`config.mk`:
```
export PLATFORM = sky130hd
export DESIGN_NAME = acs_sequencer
export DESIGN_NICKNAME = d
export VERILOG_FILES = /design/src/rtl/acs_pkg.sv /design/src/rtl/acs_sequencer.sv
export SDC_FILE = /design/constraint.sdc
export NUM_CORES = 1
export LEC_CHECK = 0
export ABC_AREA = 1
export BUFFER_PORTS_ARGS = -buffer_cell sky130_fd_sc_hd__buf_4
export CAP_MARGIN = 15
export CORE_MARGIN = 2
export CORE_UTILIZATION = 30
export CTS_BUF_LIST = sky130_fd_sc_hd__clkbuf_8
export DETAILED_ROUTE_END_ITERATION = 7
export SYNTH_ARGS = -nofsm -noshare
export SYNTH_HDL_FRONTEND = slang
export SYNTH_SLANG_ARGS = --single-unit
```
`constraint.sdc`:
```
create_clock -name pclk -period 1.8 [get_ports pclk]
set_clock_uncertainty 0.15 [all_clocks]
set_input_delay 0.27 -clock pclk [delete_from_list [all_inputs] [get_ports pclk]]
set_output_delay 0.27 -clock pclk [all_outputs]
set_load 0.02 [all_outputs]
```
`src/rtl/acs_pkg.sv`:
```
// Package: register map, field layout, reset values and timing for the conversion sequencer
package acs_pkg;

  // ***********************************************************
  // Register map (byte addresses on APB)
  // ***********************************************************
  localparam logic [11:0] ACS_OFF_SEQ_CTRL = 12'h000;  // adc_sequence_control
  localparam logic [11:0] ACS_OFF_REF_BUF = 12'h004;   // adc_reference_buffer_status
  localparam logic [11:0] ACS_OFF_CHAN_SEL = 12'h008;  // group_channel_select
  localparam logic [11:0] ACS_OFF_RESULT = 12'h00C;    // Result read port, pops the buffer

  // ***********************************************************
  // Field positions
  // ***********************************************************
  localparam int ACS_POS_POWER = 0;       // converter_power_on
  localparam int ACS_POS_START = 1;       // Start / completion
  localparam int ACS_POS_PATTERN = 2;     // sequence_pattern, two bits
  localparam int ACS_POS_MULTI = 4;       // multi_group_select
  localparam int ACS_POS_LOOP = 5;        // loop_mode_select
  localparam int ACS_POS_PTR = 0;         // buffer_read_pointer, two bits
  localparam int ACS_POS_OVERRUN = 2;     // result_buffer_overrun
  localparam int ACS_POS_EMPTY = 3;       // result_buffer_empty
  localparam int ACS_POS_BUF_EN = 4;      // result_buffer_enable
  localparam int ACS_POS_REF = 6;         // reference_source_select, two bits

  // ***********************************************************
  // Reset values
  // ***********************************************************
  localparam logic [7:0] ACS_RST_SEQ_CTRL = 8'h00;
  localparam logic [1:0] ACS_RST_REF = 2'h0;
  localparam logic [7:0] ACS_RST_CHAN_SEL = 8'h00;

  // ***********************************************************
  // Timing
  // ***********************************************************
  localparam int ACS_CLK_MHZ = 250;                 // pclk rate
  localparam int ACS_POWERUP_NS = 1000;             // Power-up settling time
  localparam int ACS_POWERUP_CYC = (ACS_POWERUP_NS * ACS_CLK_MHZ + 999) / 1000;

  // Sizes
  localparam int ACS_RES_W = 10;                    // Result width
  localparam int ACS_BUF_DEPTH = 4;                 // Result buffer words

  // Request to the analog core: one or two groups sampled at once
  typedef struct packed {
    logic       dual;       // Sample both S/H inputs together
    logic [1:0] group_a;    // First group (S/H-1 for pairs)
    logic [1:0] group_b;    // Second group (S/H-2 for pairs)
    logic [7:0] chan_sel;   // Channel inside each group
    logic [1:0] ref_sel;    // Reference choice
  } acs_conv_req_type;

  // Answer from the analog core
  typedef struct packed {
    logic                 done;     // One-cycle pulse: results valid
    logic [ACS_RES_W-1:0] res_a;    // Result of first group
    logic [ACS_RES_W-1:0] res_b;    // Result of second group
  } acs_conv_rsp_type;

endpackage

```
`src/rtl/acs_sequencer.sv`:
```
// Sequencer: APB registers, auto-conversion sequencing and result buffer
//
// Functional notes
// - Each conversion yields a 10-bit result
// - Four-word buffer holds unread results
// - Bit 5 selects continuous loop
// - Bit 4 selects multi-channel operation
// - Multi 00: A then B
// - Multi 01: A, B, C, D
// - Multi 10: A and B together
// - Multi 11: AB pair, then CD pair
// - Single: field picks group A-D
// - Start bit or trigger begins cycle
// - Single-shot clears start bit when finished
// - Loop repeats until software clears start
// - Power bit, delay, then sampling
// - Bits 7-6 select references
// - Bit 4 enables the result buffer
// - Empty flag when nothing unread
// - Overrun flag on unread overwrite
// - Unimplemented bits read zero
// - Pointer names next location read
// - Channel-select register picks input per group
`default_nettype none
module acs_sequencer #(
  parameter int POWERUP_CYC = acs_pkg::ACS_POWERUP_CYC
) (
  input wire logic pclk,
  input wire logic presetn,
  input wire logic psel,
  input wire logic penable,
  input wire logic pwrite,
  input wire logic [11:0] paddr,
  input wire logic [31:0] pwdata,
  input wire logic [3:0] pstrb,
  output logic [31:0] prdata,
  output logic pready,
  output logic pslverr,
  input wire logic trigger_in,
  output acs_pkg::acs_conv_req_type conv_req,
  output logic conv_start,
  input wire acs_pkg::acs_conv_rsp_type conv_rsp,
  output logic converter_power_on
);
  import acs_pkg::*;

  // ***********************************************************
  // Declarations
  // ***********************************************************
  typedef enum {ST_OFF, ST_WARM, ST_IDLE, ST_ISSUE, ST_WAIT} acs_state_type;
  acs_state_type state_q;                     // Sequencer state
  logic power_q;                              // converter_power_on
  logic start_q;                              // Start / completion bit
  logic [1:0] pattern_q;                      // sequence_pattern
  logic multi_q;                              // multi_group_select
  logic loop_q;                               // loop_mode_select
  logic [1:0] ref_q;                          // reference_source_select
  logic buf_en_q;                             // result_buffer_enable
  logic [7:0] chan_q;                         // group_channel_select
  logic overrun_q;                            // result_buffer_overrun
  logic [1:0] step_q;                         // Step in the current set
  logic [15:0] warm_q;                        // Power-up counter
  logic [ACS_RES_W-1:0] buf_q [ACS_BUF_DEPTH]; // Result words
  logic [ACS_BUF_DEPTH-1:0] unread_q;         // One flag per location
  logic [1:0] wptr_q;                         // Next location written
  logic [1:0] rptr_q;                         // buffer_read_pointer
  logic trig_s1_q;                            // Trigger synchroniser stage 1
  logic trig_s2_q;                            // Trigger synchroniser stage 2
  logic trig_s3_q;                            // Previous stage-2 value for edge
  logic wr_en;                                // APB write access
  logic rd_en;                                // APB read access
  logic trig_rise;                            // Trigger edge
  logic sw_start;                             // Software writes start = 1
  logic sw_stop;                              // Software writes start = 0
  logic last_step;                            // Current step ends the set
  logic [1:0] n_steps;                        // Steps in set minus one
  logic [1:0] grp_a;                          // First group of this step
  logic [1:0] grp_b;                          // Second group of this step
  logic dual;                                 // Pair sampling
  logic push_a;                               // Write first result
  logic push_b;                               // Write second result
  logic pop;                                  // Software reads result port
  logic [1:0] wptr_b;                         // Location of second result

  // ***********************************************************
  // APB decode
  // ***********************************************************
  // Zero-wait slave: every access completes in its first access cycle
  assign wr_en = psel & penable & pwrite;
  assign rd_en = psel & penable & ~pwrite;
  assign sw_start = wr_en && paddr == ACS_OFF_SEQ_CTRL && pstrb[0] && pwdata[ACS_POS_START];
  assign sw_stop = wr_en && paddr == ACS_OFF_SEQ_CTRL && pstrb[0] && !pwdata[ACS_POS_START];
  assign pop = rd_en && paddr == ACS_OFF_RESULT;

  // Ready and error answer in the access cycle
  always_ff @(posedge pclk or negedge presetn) begin
    if (!presetn) begin
      pready <= 1'b0;
      pslverr <= 1'b0;
    end else begin
      pready <= psel & ~penable;
      pslverr <= psel & ~penable & ~(paddr == ACS_OFF_SEQ_CTRL || paddr == ACS_OFF_REF_BUF ||
                 paddr == ACS_OFF_CHAN_SEL || paddr == ACS_OFF_RESULT);
    end
  end

  // Read data registered on the setup cycle so it is stable in the access cycle
  always_ff @(posedge pclk or negedge presetn) begin
    if (!presetn) begin
      prdata <= 32'h0000_0000;
    end else if (psel && !penable && !pwrite) begin
      case (paddr)
        ACS_OFF_SEQ_CTRL: begin
          // Bits 7-6 stay zero
          prdata <= {26'h0, loop_q, multi_q, pattern_q, start_q, power_q};
        end
        ACS_OFF_REF_BUF: begin
          // Bit 5 stays zero; flags show live state
          prdata <= {24'h0, ref_q, 1'b0, buf_en_q, ~|unread_q, overrun_q, rptr_q};
        end
        ACS_OFF_CHAN_SEL: begin
          prdata <= {24'h0, chan_q};
        end
        ACS_OFF_RESULT: begin
          prdata <= {22'h0, buf_q[rptr_q]};
        end
        default: begin
          prdata <= 32'h0000_0000;
        end
      endcase
    end
  end

  // ***********************************************************
  // Control registers
  // ***********************************************************
  always_ff @(posedge pclk or negedge presetn) begin
    if (!presetn) begin
      power_q <= ACS_RST_SEQ_CTRL[ACS_POS_POWER];
      pattern_q <= ACS_RST_SEQ_CTRL[ACS_POS_PATTERN +: 2];
      multi_q <= ACS_RST_SEQ_CTRL[ACS_POS_MULTI];
      loop_q <= ACS_RST_SEQ_CTRL[ACS_POS_LOOP];
      ref_q <= ACS_RST_REF;
      buf_en_q <= 1'b0;
      chan_q <= ACS_RST_CHAN_SEL;
    end else if (wr_en && pstrb[0]) begin
      if (paddr == ACS_OFF_SEQ_CTRL) begin
        power_q <= pwdata[ACS_POS_POWER];
        pattern_q <= pwdata[ACS_POS_PATTERN +: 2];
        multi_q <= pwdata[ACS_POS_MULTI];
        loop_q <= pwdata[ACS_POS_LOOP];
      end else if (paddr == ACS_OFF_REF_BUF) begin
        ref_q <= pwdata[ACS_POS_REF +: 2];
        buf_en_q <= pwdata[ACS_POS_BUF_EN];
      end else if (paddr == ACS_OFF_CHAN_SEL) begin
        chan_q <= pwdata[7:0];
      end
    end
  end

  // ***********************************************************
  // Trigger synchroniser and edge detect
  // ***********************************************************
  // Stage 1 feeds only stage 2; the edge uses stages 2 and 3
  always_ff @(posedge pclk or negedge presetn) begin
    if (!presetn) begin
      trig_s1_q <= 1'b0;
      trig_s2_q <= 1'b0;
      trig_s3_q <= 1'b0;
    end else begin
      trig_s1_q <= trigger_in;
      trig_s2_q <= trig_s1_q;
      trig_s3_q <= trig_s2_q;
    end
  end
  assign trig_rise = trig_s2_q & ~trig_s3_q;

  // ***********************************************************
  // Step decode
  // ***********************************************************
  always_comb begin
    dual = 1'b0;
    grp_a = step_q;
    grp_b = step_q;
    n_steps = 2'd0;
    if (!multi_q) begin
      grp_a = pattern_q;
      grp_b = pattern_q;
    end else begin
      case (pattern_q)
        2'b00: begin
          n_steps = 2'd1;
        end
        2'b01: begin
          n_steps = 2'd3;
        end
        2'b10: begin
          dual = 1'b1;
          grp_a = 2'd0;
          grp_b = 2'd1;
        end
        default: begin
          dual = 1'b1;
          n_steps = 2'd1;
          grp_a = {step_q[0], 1'b0};
          grp_b = {step_q[0], 1'b1};
        end
      endcase
    end
  end
  assign last_step = step_q == n_steps;

  // ***********************************************************
  // Sequencer
  // ***********************************************************
  // Pattern changes mid-set take effect at the next step; software should
  // only reconfigure while the start bit is clear.
  always_ff @(posedge pclk or negedge presetn) begin
    if (!presetn) begin
      state_q <= ST_OFF;
      step_q <= 2'd0;
      warm_q <= 16'h0000;
      conv_start <= 1'b0;
      conv_req <= '0;
    end else begin
      conv_start <= 1'b0;
      case (state_q)
        ST_OFF: begin
          warm_q <= 16'h0000;
          if (power_q) begin
            state_q <= ST_WARM;
          end
        end
        ST_WARM: begin
          // Power-up delay before the core may sample
          warm_q <= warm_q + 16'h0001;
          if (!power_q) begin
            state_q <= ST_OFF;
          end else if (warm_q >= 16'(POWERUP_CYC - 1)) begin
            state_q <= ST_IDLE;
          end
        end
        ST_IDLE: begin
          step_q <= 2'd0;
          if (!power_q) begin
            state_q <= ST_OFF;
          end else if (start_q) begin
            state_q <= ST_ISSUE;
          end
        end
        ST_ISSUE: begin
          conv_start <= 1'b1;
          conv_req <= '{dual: dual, group_a: grp_a, group_b: grp_b, chan_sel: chan_q, ref_sel: ref_q};
          state_q <= ST_WAIT;
        end
        ST_WAIT: begin
          if (!power_q) begin
            state_q <= ST_OFF;
          end else if (conv_rsp.done) begin
            if (!last_step) begin
              step_q <= step_q + 2'd1;
              state_q <= ST_ISSUE;
            end else begin
              step_q <= 2'd0;
              // Loop restarts while start stays set
              state_q <= (loop_q && start_q) ? ST_ISSUE : ST_IDLE;
            end
          end
        end
        default: begin
          state_q <= ST_OFF;
        end
      endcase
    end
  end

  // Start / completion bit: a start request wins over hardware completion
  always_ff @(posedge pclk or negedge presetn) begin
    if (!presetn) begin
      start_q <= 1'b0;
    end else if (sw_start) begin
      // The power bit in the same write decides, so power-up and start may share one write
      start_q <= pwdata[ACS_POS_POWER];
    end else if (!power_q) begin
      start_q <= 1'b0;
    end else if (trig_rise) begin
      start_q <= 1'b1;
    end else if (sw_stop) begin
      start_q <= 1'b0;
    end else if (state_q == ST_WAIT && conv_rsp.done && last_step && !loop_q) begin
      start_q <= 1'b0;
    end
  end

  // ***********************************************************
  // Result buffer
  // ***********************************************************
  // With the buffer off the first result lands in location 0; the second result of a pair is dropped
  assign push_a = state_q == ST_WAIT && conv_rsp.done;
  assign push_b = push_a && conv_req.dual;
  assign wptr_b = buf_en_q ? wptr_q + 2'd1 : 2'd0;

  // Write pointer advances circularly by one or two
  always_ff @(posedge pclk or negedge presetn) begin
    if (!presetn) begin
      wptr_q <= 2'd0;
    end else if (!buf_en_q) begin
      wptr_q <= 2'd0;
    end else if (push_a) begin
      wptr_q <= wptr_q + (push_b ? 2'd2 : 2'd1);
    end
  end

  // Read pointer advances on each result read while the buffer is enabled; held at 0 when off
  always_ff @(posedge pclk or negedge presetn) begin
    if (!presetn) begin
      rptr_q <= 2'd0;
    end else if (!buf_en_q) begin
      rptr_q <= 2'd0;
    end else if (pop) begin
      rptr_q <= rptr_q + 2'd1;
    end
  end

  // One storage word and unread flag per location
  for (genvar i = 0; i < ACS_BUF_DEPTH; i++) begin : g_loc
    always_ff @(posedge pclk or negedge presetn) begin
      if (!presetn) begin
        buf_q[i] <= '0;
        unread_q[i] <= 1'b0;
      end else begin
        if (push_a && 2'(i) == wptr_q) begin
          buf_q[i] <= conv_rsp.res_a;
        end else if (push_b && 2'(i) == wptr_b) begin
          buf_q[i] <= conv_rsp.res_b;
        end
        // A write in the same cycle as the read wins
        if ((push_a && 2'(i) == wptr_q) || (push_b && 2'(i) == wptr_b)) begin
          unread_q[i] <= 1'b1;
        end else if (pop && 2'(i) == rptr_q) begin
          unread_q[i] <= 1'b0;
        end
      end
    end
  end

  // Overrun is sticky until the buffer is disabled
  always_ff @(posedge pclk or negedge presetn) begin
    if (!presetn) begin
      overrun_q <= 1'b0;
    end else if ((push_a && unread_q[wptr_q] && !(pop && rptr_q == wptr_q)) ||
                 (push_b && unread_q[wptr_b] && !(pop && rptr_q == wptr_b))) begin
      overrun_q <= 1'b1;
    end else if (!buf_en_q) begin
      overrun_q <= 1'b0;
    end
  end

  // Power output to the analog core
  always_ff @(posedge pclk or negedge presetn) begin
    if (!presetn) begin
      converter_power_on <= 1'b0;
    end else begin
      converter_power_on <= power_q;
    end
  end

endmodule
`default_nettype wire

```
== Yosys cells after proc, flatten, opt, wreduce, memory -nomap -nowiden ==
Cells that the tools add are included.
Operators by class
  add/subtract/negate cells: 5
  $lt $le $gt $ge: 4
  equal/unequal tests: 32
  muxes and demuxes: 61
  bitwise logic cells: 13
  reductions and logical operators: 69
Operators by type and width (number)
  $mux 32: 7
  $pmux 32 s5: 1
  $mux 10: 10
  $eq 32x2->1 const B: 2
  $pmux 10 s4: 1
  $eq 32x1->1 const B: 1
  $eq 32x3->1 const B: 1
  $eq 32x4->1 const B: 1
  $logic_not 32->1: 1
  $pmux 16 s2: 1
  $logic_and 1x1->1: 31
  $eq 12x4->1 const B: 2
  $mux 2: 12
  $mux 1: 22
  $bmux 10 s2: 1
  $reduce_bool 2->1: 10
  $add 16x1->16 const B: 1
  $ge 16x8->1 const B: 1
  $pmux 2 s2: 4
  $eq 12x3->1 const B: 1
  $eq 2x2->1 const A: 6
  $logic_not 12->1: 1
  $ne 3x3->1 const B: 3
  $logic_not 2->1: 4
  other kinds (22): 59
Word-level totals
  register bits after elaboration: 170
  input port bits: 75
  output and inout bits: 51

== Depth between registers and ports, before layout ==
Gate-level depths: netlist (run 1).
  depth after elaboration: 11
  depth in mapped cells: 10
  mapped depth without buffers: 10

== Least setup slack after synthesis (run 1) ==
No wires, ideal clock.
  kind: register -> register
  start: register wptr_q[0]
  end: register buf_q[10] (netlist bit)
  arrival time: 1.622 ns
  setup slack: -0.098 ns
  cell stages (with the launch flop): 9
  period minus slack after synthesis: 1.898 ns
  path through: dfrtp_1 inv_1 ha_1 nand2_1 inv_1 nand3_2 o21ai_4 buf_4 o21ai_0
On the way
  longest elaborated chain between the ends: 5
Ends and longest elaborated chain
  from (decl): line acs_sequencer.sv:65  | logic [1:0] wptr_q;
  from (signal assigned): line acs_sequencer.sv:310  | wptr_q <= wptr_q + (push_b ? 2'd2 : 2'd1);
  $add 2x1->2: line acs_sequencer.sv:301  | assign wptr_b = buf_en_q ? wptr_q + 2'd1 : 2'd0;
  $mux 2: line acs_sequencer.sv:301
  $eq 2x2->1: line acs_sequencer.sv:334  | end else if (push_b && 2'(i) == wptr_b) begin
  $logic_and 1x1->1: line acs_sequencer.sv:334
  $reduce_bool 2->1 (no line)
  to (signal, indexed assignment): line acs_sequencer.sv:333  | buf_q[i] <= conv_rsp.res_a;
  to (signal, indexed assignment): line acs_sequencer.sv:335  | buf_q[i] <= conv_rsp.res_b;
  to (decl): line acs_sequencer.sv:63  | logic [ACS_RES_W-1:0] buf_q [ACS_BUF_DEPTH];
Several ways; a longest one is shown, not always the timed one.
A chain may end at the register's enable or synchronous reset.

== Worst setup path in the final report (run 1) ==
  start: register state_q[1]
  end: register buf_q[37] (netlist bit)
On the way
  longest elaborated chain between the ends: 5
Ends and longest elaborated chain
  from (decl): line acs_sequencer.sv:51  | acs_state_type state_q;
  from (signal assigned): line acs_sequencer.sv:266  | state_q <= (loop_q && start_q) ? ST_ISSUE : ST_IDLE;
  $eq 32x4->1 *: line acs_sequencer.sv:299  | assign push_a = state_q == ST_WAIT && conv_rsp.done;
  $logic_and 1x1->1 *: line acs_sequencer.sv:299
  $logic_and 1x1->1: line acs_sequencer.sv:300  | assign push_b = push_a && conv_req.dual;
  $logic_and 1x1->1: line acs_sequencer.sv:334
  $reduce_bool 2->1 (no line)
Every way passes the cells marked *; elsewhere a longest branch is shown, timed or not.

==> results of run 1 <==
layout make-up:
type,count,share of cell area (%)
Multi-Input combinational cell,660,36.9
Sequential cell,118,34.1
Clock inverter,15,1.62
Timing Repair Buffer,146,16.0
Tap cell,280,4.04
Clock buffer,17,2.70
Inverter,108,4.67
repair_timing:
item                                   4_1_cts  5_1_grt
resized for setup                            0       40
setup endpoints to repair                    0       42
endpoints found under the hold margin       89        0
hold buffers                                16        0
buffers inserted                             0        4
flip-flops by register name, indices dropped and copies added, names as in the netlist, 2 cells and up:
name,cells
chan_q,8
warm_q,16
conv_req,14
rptr_q,2
step_q,2
wptr_q,2
state_q,3
pattern_q,2
buf_q,40
ref_q,2
prdata,10
unread_q,4
synthesized netlist by cell type:
cell type and n:
sky130_fd_sc_hd__buf_4 27, sky130_fd_sc_hd__conb_1 1, sky130_fd_sc_hd__nand3_1 70, sky130_fd_sc_hd__clkbuf_1 4, sky130_fd_sc_hd__o31ai_1 1, sky130_fd_sc_hd__o22ai_1 2
sky130_fd_sc_hd__dfrtp_1 118, sky130_fd_sc_hd__nand2_1 297, sky130_fd_sc_hd__nor3_1 6, sky130_fd_sc_hd__xor2_1 7, sky130_fd_sc_hd__nand2_2 2, sky130_fd_sc_hd__a32o_1 1
sky130_fd_sc_hd__ha_1 12, sky130_fd_sc_hd__buf_6 3, sky130_fd_sc_hd__o21ai_0 105, sky130_fd_sc_hd__nor2_1 55, sky130_fd_sc_hd__nand4_1 7, sky130_fd_sc_hd__nor2_2 5
sky130_fd_sc_hd__buf_2 18, sky130_fd_sc_hd__nor2_4 2, sky130_fd_sc_hd__and3_1 1, sky130_fd_sc_hd__nor3_4 1, sky130_fd_sc_hd__nand3b_1 1, sky130_fd_sc_hd__o211ai_1 4
sky130_fd_sc_hd__or2_2 1, sky130_fd_sc_hd__xnor2_1 1, sky130_fd_sc_hd__o21bai_1 5, sky130_fd_sc_hd__buf_1 1, sky130_fd_sc_hd__o21ai_1 10, sky130_fd_sc_hd__inv_1 108
sky130_fd_sc_hd__o21ai_4 4, sky130_fd_sc_hd__nand3_2 6, sky130_fd_sc_hd__and2_1 1, sky130_fd_sc_hd__a31oi_1 3, sky130_fd_sc_hd__a21oi_1 28
worst paths after layout:
kind	end	start	slack, ns	cells after the start
max	buf_q[37]$_DFFE_PN0P_	state_q[1]$_DFFE_PN0P_	0.04	9
min	buf_q[32]$_DFFE_PN0P_	conv_rsp[12]	0.02	5
max reg2reg	buf_q[37]$_DFFE_PN0P_	state_q[1]$_DFFE_PN0P_	0.04	9
min reg2reg	trig_s2_q$_DFF_PN0_	trig_s1_q$_DFF_PN0_	0.25	0
max in group asynchronous	buf_q[31]$_DFFE_PN0P_	presetn	0.79	3
min in group asynchronous	buf_q[17]$_DFFE_PN0P_	presetn	0.16	2
report_power, final:
part / switching [W] / leakage (nW) / internal, W
clock: 0.00114 / 0.190 / 0.00121
combinational: 0.000205 / 2.68 / 0.000138
sequential: 0.00000413 / 1.46 / 0.00266
total: 0.00135 / 4.32 / 0.00400
cell families after synthesis:
kind of cell,Yosys count
AO/OA/AOI/OAI,163
XOR/XNOR,8
other,1
adder cells (fa/ha/maj),12
buffers and inverters,161
AND/OR/NAND/NOR,455
flip-flops,118
routing by layer:
metal	up-vias	global-route usage, %
met5	-	0
met4	0	7.03
met3	38	3.07
met2	146	25.2
met1	2857	20.2
li1	3157	-
tightest hold or removal path, cell delays in order:
cell and delay (ns):
sky130_fd_sc_hd__buf_4 0.10, sky130_fd_sc_hd__nand2_2 0.05, sky130_fd_sc_hd__o21ai_2 0.04, sky130_fd_sc_hd__nand2_1 0.04
sky130_fd_sc_hd__o21ai_1 0.06
stage by stage:
| stage | utilization (%) | std cells | worst slack, ns | hold slack (ns) |
|---|---|---|---|---|
| global placement | 36.1 | 1288 | 0.0664 | 0.124 |
| finish | 39.5 | 1344 | 0.0375 | 0.0198 |
| floorplan | - | 939 | 0.0371 | -0.176 |
| CTS | 38.5 | 1336 | 0.0168 | 0.00149 |
| global route | 39.5 | 1344 | -0.0593 | 0.0241 |
| detailed placement | 36.1 | 1288 | 0.0334 | 0.109 |
==> flow_metrics.env, run 1 <==
export IMPL_final_antenna_net_count=0
export IMPL_yosysSeqAreaShare_pct=43.8
export IMPL_first_global_vias=5889
export IMPL_ios=126
export IMPL_path_clk_slew_ns=0.07
export IMPL_multiInputGateArea_sq_mm=0.00320
export IMPL_synth_cell_type_count=35
export IMPL_critPathSlowestCell="sky130_fd_sc_hd__dfrtp_1"
export IMPL_synth_area_leader_cell="sky130_fd_sc_hd__dfrtp_1"
export IMPL_synth_top_cell_area_share_pct=43.8
export IMPL_drtPass1Iterations=5
export IMPL_die_width_microns=154
export IMPL_final_max_slew_violation_count=0
export IMPL_worstHoldPathType="in -> reg"
export IMPL_cts_max_path_buffers=2
export IMPL_fin_crit_period_ns=1.76
export IMPL_row_count=54
export IMPL_power_per_cell_area_mw_per_mm2=617
export IMPL_cts_tree="yes"
export IMPL_met2RoutedLength_mm=8.73
export IMPL_stdcell_area_sq_mm=0.00867
export IMPL_synth_seq_cells=118
export IMPL_post_synth_inst_count=918
export IMPL_layout_nets=1138
export IMPL_post_synthesis_xor_xnor_area_fraction_pct=1.04
export IMPL_setup_repair_after_global_routing_missed_its_margin="yes"
export IMPL_ir_worst_vdd_v=0.000364
export IMPL_synth_area_per_cell_sq_um=7.34
export IMPL_setup_viol=0
export IMPL_yosysWarnings=0
export IMPL_groute_usage_overall_pct=15.6
export IMPL_element_type_at_the_critical_path_start="flop"
export IMPL_vias=6198
export IMPL_critPathCaptureType="flop"
export IMPL_design_power_total_w=0.00535
export IMPL_dr_first_iter_drc_count=328
export IMPL_syn_to_final_growth_pct=28.7
export IMPL_cts_htree_levels=4
export IMPL_totalWireLength_mm=18.4
export IMPL_drive_gt1_share_pct=19.0
export IMPL_timing_critical_path_cells="nor2_4 > nand3_4 > buf_12 > nor2_4 > clkbuf_16 > nand2_1 > o21ai_1 > nand2_1 > nand2_1"
export IMPL_final_seq_area_sq_mm=0.00295
export IMPL_clk_insertion_delay_late_ns=0.45
export IMPL_die_height_microns=154
export IMPL_design_die_area_sq_mm=0.0237
export IMPL_avgViaCountPerCell=4.61
export IMPL_route_met3_wl_microns=792
export IMPL_numPortBuffers=76
export IMPL_fmax_mhz=567
export IMPL_avg_wl_per_cell_microns=13.7
export IMPL_synth_area_leaders="sky130_fd_sc_hd__dfrtp_1 44%, sky130_fd_sc_hd__nand2_1 17%, sky130_fd_sc_hd__o21ai_0 7.8%, sky130_fd_sc_hd__inv_1 6.0%, sky130_fd_sc_hd__nand3_1 5.2%"
export IMPL_crit_top_cell="sky130_fd_sc_hd__nand2_1"
export IMPL_max_cap_viol_count=0
export IMPL_post_dp_hpwl_mm=13.1
export IMPL_final_period_utilization_pct=97.9
export IMPL_grt_start_max_net_pins=32
export IMPL_worstSetupPathType="reg -> reg"
export IMPL_leftover_overflow_at_the_end_of_global_routing=0
export IMPL_dominant_combinational_cell_family_by_area_after_synthesis="simple AND/OR/NAND/NOR gates"
export IMPL_synth_mux_area_fraction_pct=0
export IMPL_crit_path_max_fanout=10
export IMPL_synth_compound_area_share_pct=13.3
export IMPL_fill_cells=2249
export IMPL_clock_tree_sinks=118
export IMPL_outcome="completed"
export IMPL_cts_buf_count=17
export IMPL_grt_antenna_before_repair=0
export IMPL_path_delay_family="simple AND/OR/NAND/NOR gates"
export IMPL_floorplan_initialDensity_pct=30.7
export IMPL_post_synth_instance_area_sq_mm=0.00674
export IMPL_finalWeightedCongestion=0.830
export IMPL_worst_ep_required_time_ns=2.04
export IMPL_layout_cells_most_common_list="292 x sky130_fd_sc_hd__nand2_1, 117 x sky130_fd_sc_hd__dfrtp_1, 110 x sky130_fd_sc_hd__buf_4, 104 x sky130_fd_sc_hd__inv_1, 90 x sky130_fd_sc_hd__o21ai_0"
export IMPL_layout_commonest_cell="sky130_fd_sc_hd__nand2_1"
export IMPL_floorplan_core_area_sq_mm=0.0220
export IMPL_wl_met1_mm=8.27
export IMPL_detail_route_drc_violations=0
export IMPL_number_of_failing_hold_endpoints_at_the_final_stage=0
export IMPL_num_antenna_cells=0
export IMPL_grt_pass1_wl_mm=29.1
export IMPL_top_signal_layer_used="met4"
export IMPL_detailed_place_area_sq_mm=0.00793
export IMPL_clockRootBuffer="sky130_fd_sc_hd__clkbuf_8"
export IMPL_setup_total_negative_slack_ns=0
export IMPL_leakage_nw=4.32
export IMPL_synth_simple_gate_area_share_pct=28.4
export IMPL_cp_num_buf_inv=2
export IMPL_synth_fa_ha_area_share_pct=2.23
export IMPL_arrival_ns=2.00
export IMPL_timing_critical_path_slowest_cell_delay_ns=0.42
Power figures use the tool's default switching activity.
==> inputs of run 2 (changes only) <==
ABC_AREA = not set   (was 1)
==> run 2 against run 1 <==
The flow now finishes with violations (setup timing). Utilization grew 3.9 points. Area after synthesis fell by 6.9%. Sequential cell count unchanged. Fmax is 14% lower. Final cell count decreased by 19%. Critical endpoint is now buf_en_q$_DFFE_PN0P_.
==> flow_metrics.env, run 2 <==
export IMPL_synth_area_leader_cell="sky130_fd_sc_hd__dfrtp_1"
export IMPL_dr_first_iter_drc_count=284
export IMPL_postSynth_asyncResetShare_pct=100
export IMPL_floorplan_initialDensity_pct=30.8
export IMPL_synth_top_cell_area_share_pct=47.0
export IMPL_layout_commonest_cell="sky130_fd_sc_hd__buf_4"
export IMPL_setup_repair_after_global_routing_missed_its_margin="yes"
export IMPL_timing_critical_path_slowest_cell_delay_ns=0.54
export IMPL_max_cap_viol_count=0
export IMPL_grt_antenna_before_repair=0
export IMPL_synth_edff_count=0
export IMPL_detailed_place_area_sq_mm=0.00774
export IMPL_groute_usage_overall_pct=15.2
export IMPL_critPathCaptureType="flop"
export IMPL_power_per_cell_area_mw_per_mm2=608
export IMPL_ios=126
export IMPL_leakage_nw=4.30
export IMPL_first_global_vias=5023
export IMPL_die_height_microns=149
export IMPL_stdcell_area_sq_mm=0.00884
export IMPL_avgViaCountPerCell=4.76
export IMPL_avg_wl_per_cell_microns=15.3
export IMPL_floorplan_core_area_sq_mm=0.0204
export IMPL_design_die_area_sq_mm=0.0221
export IMPL_final_antenna_net_count=0
export IMPL_path_clk_slew_ns=0.08
export IMPL_crit_path_max_fanout=3
export IMPL_detail_route_drc_violations=0
export IMPL_number_of_failing_hold_endpoints_at_the_final_stage=0
export IMPL_grt_pass1_wl_mm=26.3
export IMPL_clock_tree_sinks=118
export IMPL_largest_reg_flops=40
export IMPL_setup_viol=21
export IMPL_row_count=52
export IMPL_arrival_ns=2.24
export IMPL_worstSetupPathType="in -> reg"
export IMPL_die_width_microns=149
export IMPL_clockRootBuffer="sky130_fd_sc_hd__clkbuf_8"
export IMPL_layout_nets=889
export IMPL_ir_worst_vdd_v=0.000419
export IMPL_synth_cell_type_count=57
export IMPL_seq_power_share_pct=49.4
export IMPL_grt_start_max_net_pins=62
export IMPL_synth_area_leaders="sky130_fd_sc_hd__dfrtp_1 47%, sky130_fd_sc_hd__mux2i_1 8.0%, sky130_fd_sc_hd__nand2_1 6.0%, sky130_fd_sc_hd__mux4_2 4.7%, sky130_fd_sc_hd__o21ai_0 4.4%"
export IMPL_synth_area_per_cell_sq_um=10.2
export IMPL_drive_gt1_share_pct=35.5
export IMPL_cts_htree_levels=4
export IMPL_power_clock_fraction_pct=43.8
export IMPL_synthFlopType="sky130_fd_sc_hd__dfrtp_1"
export IMPL_layout_cells_most_common_list="138 x sky130_fd_sc_hd__buf_4, 115 x sky130_fd_sc_hd__dfrtp_1, 94 x sky130_fd_sc_hd__nand2_1, 49 x sky130_fd_sc_hd__mux2i_1, 34 x sky130_fd_sc_hd__dlygate4sd3_1"
export IMPL_clk_insertion_delay_late_ns=0.45
export IMPL_cts_buf_count=17
export IMPL_registers_top_by_ff_count="buf_q"
export IMPL_yosysSeqAreaShare_pct=47.0
export IMPL_synth_seq_cells=118
export IMPL_worstHoldPathType="in -> async"
export IMPL_post_synth_inst_count=617
export IMPL_vias=5161
export IMPL_finalWeightedCongestion=0.778
export IMPL_design_power_total_w=0.00538
export IMPL_element_type_at_the_critical_path_start="primary input"
export IMPL_maxSlewHeadroom_pct=67.0
export IMPL_yosys_top_cells_count="118 x sky130_fd_sc_hd__dfrtp_1, 101 x sky130_fd_sc_hd__nand2_1, 55 x sky130_fd_sc_hd__o21ai_0"
export IMPL_sw_frac_of_total_pct=26.5
export IMPL_worst_ep_required_time_ns=1.98
export IMPL_violations="setup timing"
export IMPL_share_comb_of_total_power_pct=6.7
export IMPL_most_common_cell_in_the_synthesized_netlist="sky130_fd_sc_hd__dfrtp_1"
export IMPL_worstMarginPinSlew_ns=0.492
export IMPL_critPathSlowestCell="sky130_fd_sc_hd__or4b_4"
export IMPL_outcome="finished, violations left"
export IMPL_final_max_slew_violation_count=0
export IMPL_post_place_ws_ns=-0.774
export IMPL_post_dp_hpwl_mm=11.3
export IMPL_leftover_overflow_at_the_end_of_global_routing=0
export IMPL_fin_crit_period_ns=2.05
export IMPL_power_internal_w=0.00395
export IMPL_timing_critical_path_cells="buf_6 > or4_4 > or4_4 > or4b_4 > mux2_4"
export IMPL_post_synth_instance_area_sq_mm=0.00628
export IMPL_cts_max_path_buffers=2
export IMPL_num_antenna_cells=0
export IMPL_numPortBuffers=76
export IMPL_syn_to_final_growth_pct=40.9
export IMPL_yosysWarnings=0
export IMPL_cts_tree="yes"
export IMPL_totalWireLength_mm=16.6
export IMPL_biggestRegsByFlops="buf_q (40), warm_q (16), conv_req (14)"
export IMPL_final_period_utilization_pct=114
export IMPL_crit_top_cell="sky130_fd_sc_hd__or4_4"
export IMPL_drtPass1Iterations=5
export IMPL_power_net_switching_w=0.00142
export IMPL_fmax_mhz=487
export IMPL_worst_slack_ns=-0.253
-- run 2: changes by cell type after synthesis, moves of 26 or more --
cell                       before  now
sky130_fd_sc_hd__nand2_1      297  101
sky130_fd_sc_hd__inv_1        108   15
sky130_fd_sc_hd__nand3_1       70   14
sky130_fd_sc_hd__clkbuf_1       4   30
sky130_fd_sc_hd__o21ai_0      105   55
sky130_fd_sc_hd__mux2i_1        0   50
-- run 2: worst paths after layout --
path,cells after the start,start,endpoint,slack [ns]
worst max-delay path,5,paddr[7],buf_en_q$_DFFE_PN0P_,-0.25
worst min-delay path,2,presetn,conv_req[7]$_DFFE_PN0P_,0.09
worst max register to register,5,rptr_q[0]$_DFFE_PN0P_,prdata[0]$_DFFE_PN0P_,-0.19
worst min register to register,0,trig_s1_q$_DFF_PN0_,trig_s2_q$_DFF_PN0_,0.25
max in group asynchronous,3,presetn,buf_q[9]$_DFFE_PN0P_,0.80
min in group pclk,3,psel,pslverr$_DFF_PN0_,0.09
-- run 2: stage by stage --
step           hold slack [ns]  std cells  utilization [%]  setup TNS, ns
2_1_floorplan           -0.176        638                -         -13.24
3_3_place_gp           0.00313       1002             38.0         -15.87
3_5_place_dp           0.00195       1002             38.0         -16.02
4_1_cts                 0.0619       1073             41.9          -2.87
5_1_grt                 0.0775       1085             43.4          -3.97
6_report                0.0887       1085             43.4          -3.03
-- run 2: cell type report --
| class | count | area [sq um] |
|---|---|---|
| Fill cell | 1930 | 11500 |
| Clock inverter | 14 | 125 |
| Sequential cell | 118 | 2960 |
| Inverter | 16 | 62.6 |
| Tap cell | 270 | 338 |
| Timing Repair Buffer | 199 | 1790 |
| Clock buffer | 18 | 248 |
| Multi-Input combinational cell | 450 | 3320 |
-- run 2: routing by layer --
| metal | vias up | routed length, microns | global-route usage (%) |
|---|---|---|---|
| met5 | - | 0 | 0 |
| met4 | 0 | 318 | 5.48 |
| met3 | 29 | 595 | 2.98 |
| met2 | 117 | 7690 | 23.6 |
| met1 | 2494 | 7950 | 21.2 |
| li1 | 2521 | - | - |
-- run 2: critical path: cells and delay by family --
kind                   cells  cell delay (ns)
buffers and inverters      1             0.09
AND/OR/NAND/NOR            3             1.56
multiplexers               1             0.31
-- run 2: power by group through the flow --
stage          sequential [W]  clock [W]  combinational, W
6_report              0.00266    0.00236          0.000362
5_1_grt               0.00266    0.00252          0.000398
4_1_cts               0.00266    0.00241          0.000363
3_5_place_dp          0.00271          0          0.000301
3_3_place_gp          0.00271          0          0.000300
2_1_floorplan         0.00271          0          0.000138
-- run 2: logic make-up (layout without fill, tap and decap cells) --
kind of cell               after synthesis  after routing  synth area share [%]
muxes                                   86             86                  16.9
xor gates and xnor gates                 9              9                  1.26
other                                    1             22                0.0598
DFF                                    118            118                  47.0
adders and majority gates               12             12                  2.39
buffers and inverters                   70            247                  5.56
AOI/OAI and AO/OA                      115            115                  11.1
and+or+nand+nor                        206            206                  15.6
-- run 2: timing repair --
action,CTS,global route
cloned,0,2
hold endpoints to repair,181,0
setup buffers,5,10
pin swaps,7,17
endpoints found under the setup margin,35,81
resized for setup,13,52
hold buffers,34,0
